`config.mk`:
```
export PLATFORM = sky130hd
export DESIGN_NAME = adcc_ctrl
export DESIGN_NICKNAME = d
export VERILOG_FILES = /design/src/hw/adcc_pkg.sv /design/src/hw/adcc_ctrl.sv /design/src/hw/adcc_result_mem.sv
export VERILOG_INCLUDE_DIRS = /design/src /design/src/hw
export SDC_FILE = /design/constraint.sdc
export NUM_CORES = 1
export LEC_CHECK = 0
export ABC_AREA = 1
export BUFFER_PORTS_ARGS = -buffer_cell sky130_fd_sc_hd__buf_4
export CORE_UTILIZATION = 60
export CTS_CLUSTER_DIAMETER = 80
export DETAILED_ROUTE_END_ITERATION = 8
export PLACE_DENSITY = 0.85
export SLEW_MARGIN = 10
export SYNTH_ARGS = -nofsm -noshare
export SYNTH_HDL_FRONTEND = slang
export SYNTH_SLANG_ARGS = --single-unit
export TNS_END_PERCENT = 10
```
`constraint.sdc`:
```
create_clock -name mclk -period 4.8 [get_ports mclk]
set_clock_uncertainty 0.1 [all_clocks]
set_input_delay 0.72 -clock mclk [delete_from_list [all_inputs] [get_ports mclk]]
set_output_delay 0.72 -clock mclk [all_outputs]
set_load 0.03 [all_outputs]
```
`src/hw/adcc_consts.svh`:
```
// Constants for the conversion controller: offsets, fields, resets, timing.
// Assumes inclusion by bare name from the package; the design modules only use its macros.
`ifndef ADCC_CONSTS_SVH
`define ADCC_CONSTS_SVH

`define ADCC_NCH          12
`define ADCC_AW           7
// Register byte offsets; channel data run from 0x30 up to 0x5c.
`define ADCC_OFS_CTRL     7'h00
`define ADCC_OFS_MODE     7'h04
`define ADCC_OFS_CHEN     7'h08
`define ADCC_OFS_CHDIS    7'h0c
`define ADCC_OFS_CHSTAT   7'h10
`define ADCC_OFS_TRIG     7'h14
`define ADCC_OFS_LAST     7'h18
`define ADCC_OFS_STAT     7'h1c
`define ADCC_OFS_OVR      7'h20
`define ADCC_OFS_EXT      7'h24
`define ADCC_OFS_CWIN     7'h28
`define ADCC_OFS_CDAT0    7'h30
// Control register bits.
`define ADCC_CTRL_RESET   0
`define ADCC_CTRL_START   1
// Mode register fields.
`define ADCC_MODE_LOW_RESOLUTION_BIT  4
`define ADCC_MODE_SLEEP   5
`define ADCC_MODE_PRE_LSB 8
`define ADCC_MODE_TRK_LSB 24
`define ADCC_MODE_RST     32'h0000_0000
// Status register bits.
`define ADCC_ST_DATA_READY_FLAG      24
`define ADCC_ST_GOVR      25
`define ADCC_ST_CMP       26
// Timing in converter clock cycles.
`define ADCC_HOLD_CYC     8'h03
`define ADCC_CONV_CYC     8'h0a
`define ADCC_WAKE_CYC     8'h08

`endif

```
`src/hw/adcc_pkg.sv`:
```
// Types shared by the conversion controller modules.
// Assumes the constants header is on the include path.
package adcc_pkg;
    `include "adcc_consts.svh"

    typedef enum logic [2:0] {
        ADCC_IDLE  = 3'b000,
        ADCC_WAKE  = 3'b100,
        ADCC_TRACK = 3'b001,
        ADCC_CONV  = 3'b011,
        ADCC_NEXT  = 3'b010
    } adcc_state_type;

    typedef struct packed {
        logic [11:0] chan;
        logic        sample;
        logic        power;
    } adcc_cell_ctl_type;

    typedef struct packed {
        logic        done;
        logic [9:0]  data;
    } adcc_cell_res_type;
endpackage

```
`src/hw/adcc_ctrl.sv`:
```
// Conversion controller: register file, sequencer, results and flags.
// Assumes a synchronous analog cell that answers a sample pulse with done.
//
// The implementer's own choices: the address-and-strobe port and the register offsets.
`timescale 1ns/1ps
`default_nettype none
module adcc_ctrl
    import adcc_pkg::*;
(
    input  wire logic              mclk,
    input  wire logic              rst,
    input  wire logic [6:0]        addr,
    input  wire logic [31:0]       wdata,
    input  wire logic              wr,
    input  wire logic              rd,
    output logic      [31:0]       rdata,
    input  wire logic              external_trigger_pin,
    input  wire logic [2:0]        timer_trig,
    output adcc_cell_ctl_type      cell_ctl,
    input  wire adcc_cell_res_type cell_res,
    output logic                   dma_req
);
    // ------------------------------------------------------------
    // Register file
    // ------------------------------------------------------------
    logic [31:0] mode_r;
    logic [11:0] chan_en_r;
    logic [3:0]  trig_sel_r;
    logic [1:0]  cmp_mode_r;
    logic [9:0]  cmp_lo_r, cmp_hi_r;
    logic [11:0] eoc_r, ovr_r;
    logic        data_ready_flag_r, govr_r, cmp_r;
    logic [9:0]  last_r;
    logic [3:0]  last_ch_r;
    logic        rd_r;
    logic        rd_cdat_r;
    logic [31:0] rreg_r;

    wire         low_resolution_bit = mode_r[`ADCC_MODE_LOW_RESOLUTION_BIT];
    wire         sleep_bit          = mode_r[`ADCC_MODE_SLEEP];
    wire [7:0]   clock_divider_field = mode_r[`ADCC_MODE_PRE_LSB +: 8];
    wire [3:0]   tracking_time_field = mode_r[`ADCC_MODE_TRK_LSB +: 4];

    function automatic logic hit(input logic [6:0] a, input logic [6:0] o);
        return a == o;
    endfunction

    wire w_ctrl  = wr && hit(addr, `ADCC_OFS_CTRL);
    wire w_mode  = wr && hit(addr, `ADCC_OFS_MODE);
    wire w_chen  = wr && hit(addr, `ADCC_OFS_CHEN);
    wire w_chdis = wr && hit(addr, `ADCC_OFS_CHDIS);
    wire w_trig  = wr && hit(addr, `ADCC_OFS_TRIG);
    wire w_ext   = wr && hit(addr, `ADCC_OFS_EXT);
    wire w_cwin  = wr && hit(addr, `ADCC_OFS_CWIN);
    wire r_last  = rd && hit(addr, `ADCC_OFS_LAST);
    wire r_stat  = rd && hit(addr, `ADCC_OFS_STAT);
    wire r_ovr   = rd && hit(addr, `ADCC_OFS_OVR);
    wire [4:0] cdat_idx = addr[6:2] - 5'h0c;
    wire r_cdat  = rd && addr[1:0] == 2'b00 && addr[6:2] >= 5'h0c
                   && cdat_idx < 5'h0c;
    wire [3:0] r_ch = cdat_idx[3:0];
    wire soft_rst = w_ctrl && wdata[`ADCC_CTRL_RESET];
    wire soft_start = w_ctrl && wdata[`ADCC_CTRL_START];

    // Writes only store configuration; they never need the converter
    // clock to be running.
    always_ff @(posedge mclk) begin
        if (rst || soft_rst) begin
            mode_r     <= `ADCC_MODE_RST;
            chan_en_r  <= 12'h000;
            trig_sel_r <= 4'h0;
            cmp_mode_r <= 2'h0;
            cmp_lo_r   <= 10'h000;
            cmp_hi_r   <= 10'h3ff;
        end else begin
            if (w_mode) mode_r <= wdata;
            if (w_chen || w_chdis)
                chan_en_r <= (chan_en_r | (w_chen ? wdata[11:0] : 12'h000))
                    & ~(w_chdis ? wdata[11:0] : 12'h000);
            if (w_trig) trig_sel_r <= wdata[3:0];
            if (w_ext) cmp_mode_r <= wdata[1:0];
            if (w_cwin) begin
                cmp_lo_r <= wdata[9:0];
                cmp_hi_r <= wdata[25:16];
            end
        end
    end

    // ------------------------------------------------------------
    // Converter clock enable
    // ------------------------------------------------------------
    logic [8:0] div_r;
    wire [8:0]  div_top = {clock_divider_field, 1'b1};
    wire        cclk_en = div_r == div_top;

    always_ff @(posedge mclk) begin
        if (rst || div_r >= div_top) div_r <= 9'h000;
        else div_r <= div_r + 9'h001;
    end

    // ------------------------------------------------------------
    // Triggers
    // ------------------------------------------------------------
    logic pin_d_r;
    logic [2:0] tmr_d_r;
    always_ff @(posedge mclk) begin
        if (rst) begin
            pin_d_r <= 1'b0;
            tmr_d_r <= 3'h0;
        end else begin
            pin_d_r <= external_trigger_pin;
            tmr_d_r <= timer_trig;
        end
    end
    wire pin_rise = external_trigger_pin && !pin_d_r;
    wire [2:0] tmr_rise = timer_trig & ~tmr_d_r;
    // Selector codes beyond the three timers shift the mask out to zero.
    wire [2:0] tmr_idx = trig_sel_r[3:1] - 3'h1;
    wire tmr_hit = (tmr_rise & (3'h1 << tmr_idx)) != 3'h0;
    wire hw_trig = trig_sel_r[0] && (trig_sel_r[3:1] == 3'h0 ? pin_rise
                   : tmr_hit);
    wire trigger = soft_start || hw_trig;

    // ------------------------------------------------------------
    // Sequencer
    // ------------------------------------------------------------
    adcc_state_type state_r, state_nxt;
    logic [3:0]  ch_r;
    logic [7:0]  cnt_r;
    logic [11:0] pend_r;
    logic        store;
    logic [9:0]  res_v;

    function automatic logic [3:0] first_ch(input logic [11:0] m);
        first_ch = 4'hf;
        for (int i = 11; i >= 0; i--)
            if (m[i]) first_ch = i[3:0];
    endfunction

    wire [3:0] nxt_ch  = first_ch(pend_r & ~(12'h001 << ch_r));
    wire       more    = (pend_r & ~(12'h001 << ch_r)) != 12'h000;
    wire [7:0] trk_cyc = {4'h0, tracking_time_field} + 8'h01;

    always_comb begin
        state_nxt = state_r;
        case (state_r)
            ADCC_IDLE:
                if (trigger && chan_en_r != 12'h000)
                    state_nxt = sleep_bit ? ADCC_WAKE : ADCC_TRACK;
            ADCC_WAKE:
                if (cclk_en && cnt_r == `ADCC_WAKE_CYC) state_nxt = ADCC_TRACK;
            ADCC_TRACK:
                if (cclk_en && cnt_r == trk_cyc) state_nxt = ADCC_CONV;
            ADCC_CONV:
                // Full length always, whatever the resolution.
                if (cclk_en && cnt_r == `ADCC_CONV_CYC)
                    state_nxt = ADCC_NEXT;
            ADCC_NEXT:
                state_nxt = more ? ADCC_TRACK : ADCC_IDLE;
            default:
                state_nxt = ADCC_IDLE;
        endcase
    end

    always_ff @(posedge mclk) begin
        if (rst || soft_rst) begin
            state_r <= ADCC_IDLE;
            ch_r    <= 4'h0;
            cnt_r   <= 8'h00;
            pend_r  <= 12'h000;
        end else begin
            state_r <= state_nxt;
            if (state_nxt != state_r) cnt_r <= 8'h00;
            else if (cclk_en) cnt_r <= cnt_r + 8'h01;
            if (state_r == ADCC_IDLE && state_nxt != ADCC_IDLE) begin
                pend_r <= chan_en_r;
                ch_r   <= first_ch(chan_en_r);
            end else if (state_r == ADCC_NEXT) begin
                pend_r <= pend_r & ~(12'h001 << ch_r);
                if (more) ch_r <= nxt_ch;
            end
        end
    end

    // Selection stays put through the hold window after the start.
    assign cell_ctl.chan   = (state_r == ADCC_IDLE || state_r == ADCC_WAKE)
                             ? 12'h000 : (12'h001 << ch_r);
    assign cell_ctl.sample = state_r == ADCC_CONV && cnt_r == 8'h00
                             && cclk_en;
    assign cell_ctl.power  = !sleep_bit || state_r != ADCC_IDLE;
    wire hold_done = state_r != ADCC_CONV || cnt_r >= `ADCC_HOLD_CYC;

    // ------------------------------------------------------------
    // Results and flags
    // ------------------------------------------------------------
    assign store = cell_res.done && state_r == ADCC_CONV;
    assign res_v = low_resolution_bit ? {2'b00, cell_res.data[9:2]}
                                      : cell_res.data;
    wire [9:0] cmp_v = low_resolution_bit ? {cell_res.data[9:2], 2'b00}
                                          : cell_res.data;
    wire lo_hit = cmp_v < cmp_lo_r;
    wire hi_hit = cmp_v > cmp_hi_r;
    wire cmp_hit = cmp_mode_r == 2'h0 ? lo_hit
                 : cmp_mode_r == 2'h1 ? hi_hit
                 : cmp_mode_r == 2'h2 ? !lo_hit && !hi_hit
                 : lo_hit || hi_hit;

    wire [11:0] ch_bit = 12'h001 << ch_r;
    wire [11:0] cdr_clr = r_cdat ? (12'h001 << r_ch) : 12'h000;

    // Sets win over read clears throughout.
    always_ff @(posedge mclk) begin
        if (rst || soft_rst) begin
            eoc_r     <= 12'h000;
            ovr_r     <= 12'h000;
            data_ready_flag_r    <= 1'b0;
            govr_r    <= 1'b0;
            cmp_r     <= 1'b0;
            last_r    <= 10'h000;
            last_ch_r <= 4'h0;
        end else begin
            eoc_r <= (eoc_r & ~cdr_clr) | (store ? ch_bit : 12'h000);
            ovr_r <= (r_ovr ? 12'h000 : ovr_r)
                     | (store ? (ch_bit & eoc_r) : 12'h000);
            data_ready_flag_r <= store || (data_ready_flag_r && !r_last);
            govr_r <= (store && data_ready_flag_r) || (govr_r && !r_stat);
            cmp_r  <= (store && cmp_hit) || (cmp_r && !r_stat);
            if (store) begin
                last_r    <= res_v;
                last_ch_r <= ch_r;
            end
        end
    end

    logic data_ready_flag_d_r;
    always_ff @(posedge mclk) begin
        if (rst) data_ready_flag_d_r <= 1'b0;
        else data_ready_flag_d_r <= data_ready_flag_r;
    end
    assign dma_req = data_ready_flag_r && !data_ready_flag_d_r;

    logic [9:0] mem_q;
    adcc_result_mem u_mem (
        .mclk    (mclk),
        .we      (store),
        .waddr   (ch_r),
        .wdata   (res_v),
        .raddr   (r_ch),
        .rdata_r (mem_q)
    );

    // ------------------------------------------------------------
    // Read path
    // ------------------------------------------------------------
    wire [31:0] rsel =
        hit(addr, `ADCC_OFS_MODE)   ? mode_r :
        hit(addr, `ADCC_OFS_CHSTAT) ? {20'h0, chan_en_r} :
        hit(addr, `ADCC_OFS_TRIG)   ? {28'h0, trig_sel_r} :
        hit(addr, `ADCC_OFS_LAST)   ? {18'h0, last_ch_r, 10'h0 | last_r} :
        hit(addr, `ADCC_OFS_STAT)   ? {5'h0, cmp_r, govr_r, data_ready_flag_r,
                                       12'h0, eoc_r} :
        hit(addr, `ADCC_OFS_OVR)    ? {20'h0, ovr_r} :
        hit(addr, `ADCC_OFS_EXT)    ? {30'h0, cmp_mode_r} :
        hit(addr, `ADCC_OFS_CWIN)   ? {6'h0, cmp_hi_r, 6'h0, cmp_lo_r} :
        32'h0000_0000;

    always_ff @(posedge mclk) begin
        if (rst) begin
            rd_r      <= 1'b0;
            rreg_r    <= 32'h0000_0000;
            rd_cdat_r <= 1'b0;
        end else begin
            rd_r      <= rd;
            rd_cdat_r <= r_cdat;
            rreg_r    <= rd ? rsel : 32'h0000_0000;
        end
    end
    // Only a decoded channel read takes the memory word; holes read zero.
    wire cdat_was = rd_cdat_r;
    assign rdata = !rd_r ? 32'h0000_0000
                 : cdat_was ? {22'h0, mem_q} : rreg_r;

    // ------------------------------------------------------------
    // Checks
    // ------------------------------------------------------------
    property p_data_ready_flag_set;
        @(posedge mclk) disable iff (rst) store |=> data_ready_flag_r;
    endproperty
    a_data_ready_flag_set: assert property (p_data_ready_flag_set) else $error("ready not set");

    property p_low_resolution_bit_zero;
        @(posedge mclk) disable iff (rst)
            store && low_resolution_bit |=> last_r[9:8] == 2'b00;
    endproperty
    a_low_resolution_bit_zero: assert property (p_low_resolution_bit_zero) else $error("upper bits set");

    property p_ignore;
        @(posedge mclk) disable iff (rst)
            state_r != ADCC_IDLE && state_r != ADCC_NEXT && !soft_rst
            |=> state_r != ADCC_IDLE;
    endproperty
    a_ignore: assert property (p_ignore) else $error("sequence cut");

    property p_hold;
        @(posedge mclk) disable iff (rst)
            state_r == ADCC_CONV && !hold_done |=> $stable(cell_ctl.chan);
    endproperty
    a_hold: assert property (p_hold) else $error("selection moved");

    property p_onehot;
        @(posedge mclk) disable iff (rst)
            state_r == ADCC_CONV |-> $onehot(cell_ctl.chan);
    endproperty
    a_onehot: assert property (p_onehot) else $error("not one channel");

    property p_govr;
        @(posedge mclk) disable iff (rst) store && data_ready_flag_r |=> govr_r;
    endproperty
    a_govr: assert property (p_govr) else $error("overrun missed");

    property p_data_ready_flag_clr;
        @(posedge mclk) disable iff (rst)
            r_last && !store |=> !data_ready_flag_r;
    endproperty
    a_data_ready_flag_clr: assert property (p_data_ready_flag_clr) else $error("ready stuck");

    property p_dma;
        @(posedge mclk) disable iff (rst) store && !data_ready_flag_r |=> dma_req;
    endproperty
    a_dma: assert property (p_dma) else $error("no request");
endmodule // adcc_ctrl
`default_nettype wire

```
`src/hw/adcc_result_mem.sv`:
```
// Per-channel result store, twelve words of ten bits.
// Assumes a single clock; read data come out of a register.
`timescale 1ns/1ps
`default_nettype none
module adcc_result_mem (
    input  wire logic       mclk,
    input  wire logic       we,
    input  wire logic [3:0] waddr,
    input  wire logic [9:0] wdata,
    input  wire logic [3:0] raddr,
    output logic      [9:0] rdata_r
);
    logic [9:0] mem [0:11];

    always_ff @(posedge mclk) begin
        if (we) begin
            mem[waddr] <= wdata;
        end
        rdata_r <= (raddr < 4'hc) ? mem[raddr] : 10'h000;
    end
endmodule // adcc_result_mem
`default_nettype wire

```
==> summary.md <==
| Metric | Value |
|---|---|
| Gate Count Post-Synth | 1663 |
| Vias | roughly 12000 |
| Average wire per cell in the routed design | about 19 um |
| Slowest cell on crit path | nor2_4 |
| Critical Path Max Stage Delay | about 700 ps |
| Ys flop type | dfxtp_1 |
| Post-route worst setup slack | 1380 ps |
| Routed wire length | 40.0 mm |
| Crit path max fanout | 65 |
| PD cells | between 300 and 400 nW/um^2 |
| Die Wd | ~160 um |
| Vias per Instance | around 6 |
| Gr usage total | between 30% and 40% |
| Pin count of the biggest net entering global routing | 66 |
| Layout cells sized above 1 | between 10% and 20% |
| Cell Chain, Critical Path | buf_4 > nor2_4 > inv_2 > nor2_1 > nand3_1 > nand2_1 > nand3_1 > nand3_2 > nor2_1 > nor2_2 > nor2_1 > nor2_1 > nor2_2 |
| CP delay by family, top | simple AND/OR/NAND/NOR gates |
| CP endpoint kind | register |
| Final min period | between 3000 and 4000 ps |
| Setup-failing EPs final | 0 |
| Clock Latency Late Sink | 520 ps |
| HPWL Detailed | approximately 28 mm |
| Yosys reg bits | 316 |
| TritonCTS Buffers | 34 |
| Max-slew violation total from the final report | 0 |
| CP required | ~5100 ps |
| Clock transition at path regs | ~60 ps |
| Top Ports | around 110 |
| Max Root-Sink Buffers | 3 |
| Nets | 1853 |
| F_max | 292 MHz |
| Gp weighted congestion | just under 1 |
| First-pass detailed-route iteration total | 5 |
| # H-tree levels | 2 |
| Die Span Y | approximately 160 um |
| Post-DRT Antenna Nets | 0 |
| TritonCTS sink count | roughly 320 |
| Synth-to-layout area growth | 15.1% |
| Setup TNS | 0 ps |
| Vias in the first global route | between 10000 and 15000 |
| CTS tree | done |
| Asr flop ratio synth | 0% |
| Post-Syn Area per Cell | between 8 and 9 um^2 |
| Worst slew margin | 15.9% |
| Dpl ws | between 900 and 1000 ps |
| Worst Tran Pin Value | between 1000 and 1500 ps |
| Post-synth cell types | 48 |
| Number of hold buffers added after CTS | 0 |
| Post-Syn Area | approximately 14000 um^2 |
| Post-Syn Nets | around 1800 |
| Status | complete, no violations |
| First-pass GRT wire length | about 62 mm |
| Final Hold Fails | 0 |
| EDFF count, synth | 120 |
| # rows | between 50 and 60 |
| Resized cells post-CTS | 0 |
| Crit path kind | in2reg |
| Core area | around 23000 um^2 |
| Unrepaired setup endpoints after global routing | no |
| Register area share after synthesis | roughly 53% |
| Drt drc | 0 |
| Initial antenna violation count | 1 |
| CP Buf/Inv Count | 2 |
| Final period util | 71.3% |
| Setup bufs post-CTS | 0 |
| Hold Crit Class | in2reg |
| CTS Root Cell | clkbuf_16 |
| Max-cap violations | 0 |
| DR iter-0 viols | 1302 |
| CP Launch Type | primary input |
| DIE AREA | 24300 um^2 |
| Worst path most repeated cell | nor2_1 |
| Synth Warn # | 0 |
| N_diodes | 0 |
| Buffers on Ports | 104 |
| Peak VDD IR | roughly 0.00023 V |
| GRT overflow | 0 |
| Initial Utilization | between 60% and 70% |
| Critical Path AT | 3720 ps |
| P_leak | 6.65 nW |
## per-stage QoR
step / hold WS, ps / util [%] / instances / power, W / area [um^2]
floorplan: 305 / - / 1663 / 0.00313 / 14200
global placement: 308 / 66.8 / 2034 / 0.00327 / 15300
detailed placement: 318 / 66.8 / 2034 / 0.00329 / 15300
CTS: 325 / 71.3 / 2094 / 0.00571 / 16300
global route: 340 / 71.3 / 2094 / 0.00587 / 16300
finish: 325 / 71.3 / 2094 / 0.00571 / 16300
## logic make-up (layout without fill, tap and decap cells)
kind of cell,Yosys count,count (layout),synth area share [%]
xor gates and xnor gates,13,13,0.802
AOI/OAI and AO/OA,360,360,14.8
muxes,20,20,1.59
buffers and inverters,299,417,8.11
and+or+nand+nor,617,617,18.4
DFF,316,316,53.0
adders and majority gates,38,38,3.35
## synthesized netlist by cell type (5+ instances only)
cell      number  area [um^2]
nand2_1      267         1000
inv_1        216          811
dfxtp_1      196         3920
nor2_1       175          657
o21ai_0      125          626
nand3_1      124          621
edfxtp_1     120         3600
a21oi_1      116          581
clkbuf_1      57          214
ha_1          38          475
a22oi_1       34          255
a31oi_1       20          125
mux2_2        20          225
nor2_2        15         93.8
nand4_1       14         87.6
o211ai_1      14          105
nor3_1        10         50.1
xor2_1        10         87.6
a221o_1        9         90.1
buf_2          9         45.0
o21a_1         7         52.6
buf_1          6         22.5
inv_2          6         22.5
o21ai_1        6         30.0
o41ai_1        6         52.6
o31ai_1        5         37.5
## layout by cell type, fill, tap and decap left out, types with 34 or more instances in the layout
cell,Yosys,final
buf_4,1,133
nor2_1,175,174
nand3_1,124,124
a22oi_1,34,34
ha_1,38,38
inv_1,216,215
clkbuf_16,0,34
a21oi_1,116,116
nand2_1,267,267
edfxtp_1,120,120
o21ai_0,125,122
dfxtp_1,196,196
## path summary, 6_finish.rpt
kind / startpoint / endpoint / slack [ps] / cells after the start
max: addr[3] / ch_r[0] / 1380 / 13
min: external_trigger_pin / pin_d_r / 320 / 3
max reg2reg: mode_r[9] / ch_r[2] / 1740 / 15
min reg2reg: mode_r[31] / rreg_r[31] / 330 / 2
## cell type report
type | instances | area (um^2)
clock buffers | 48 | 943
clock inverters | 12 | 98.8
fillers | 1718 | 6580
inverters | 224 | 841
multi-input cells | 1048 | 5540
flip-flops and latches | 316 | 7530
well taps | 313 | 392
repair buffers | 133 | 998
## report_power, final
part	switching [W]	leakage (nW)	internal, W
sequential	0.0000286	2.66	0.00281
combinational	0.000270	3.48	0.000130
clock	0.00104	0.512	0.00143
total	0.00134	6.65	0.00437
## tightest hold or removal path: cells and delay by family
kind	cells	cell delay [ps]
buffers and inverters	2	100
and+or+nand+nor	1	70
## routing by layer
metal,vias to the layer above,GRT usage [%],share of wire [%]
met5,-,0,0.12
met4,2,13.5,3.9
met3,122,4.97,8.6
met2,657,54.9,48
met1,5825,43.0,39
li1,5772,-,-
## sequential cells by signal (all words and copies together), names as in the netlist, 9 cells and up
| name | cells |
|---|---|
| rreg_r | 32 |
| chan_en_r | 12 |
| cmp_hi_r | 10 |
| u_mem.mem | 120 |
| div_r | 9 |
| last_r | 10 |
| ovr_r | 12 |
| u_mem.rdata_r | 10 |
| eoc_r | 12 |
| cmp_lo_r | 10 |
| pend_r | 12 |
| mode_r | 32 |
Power figures use the tool's default switching activity.
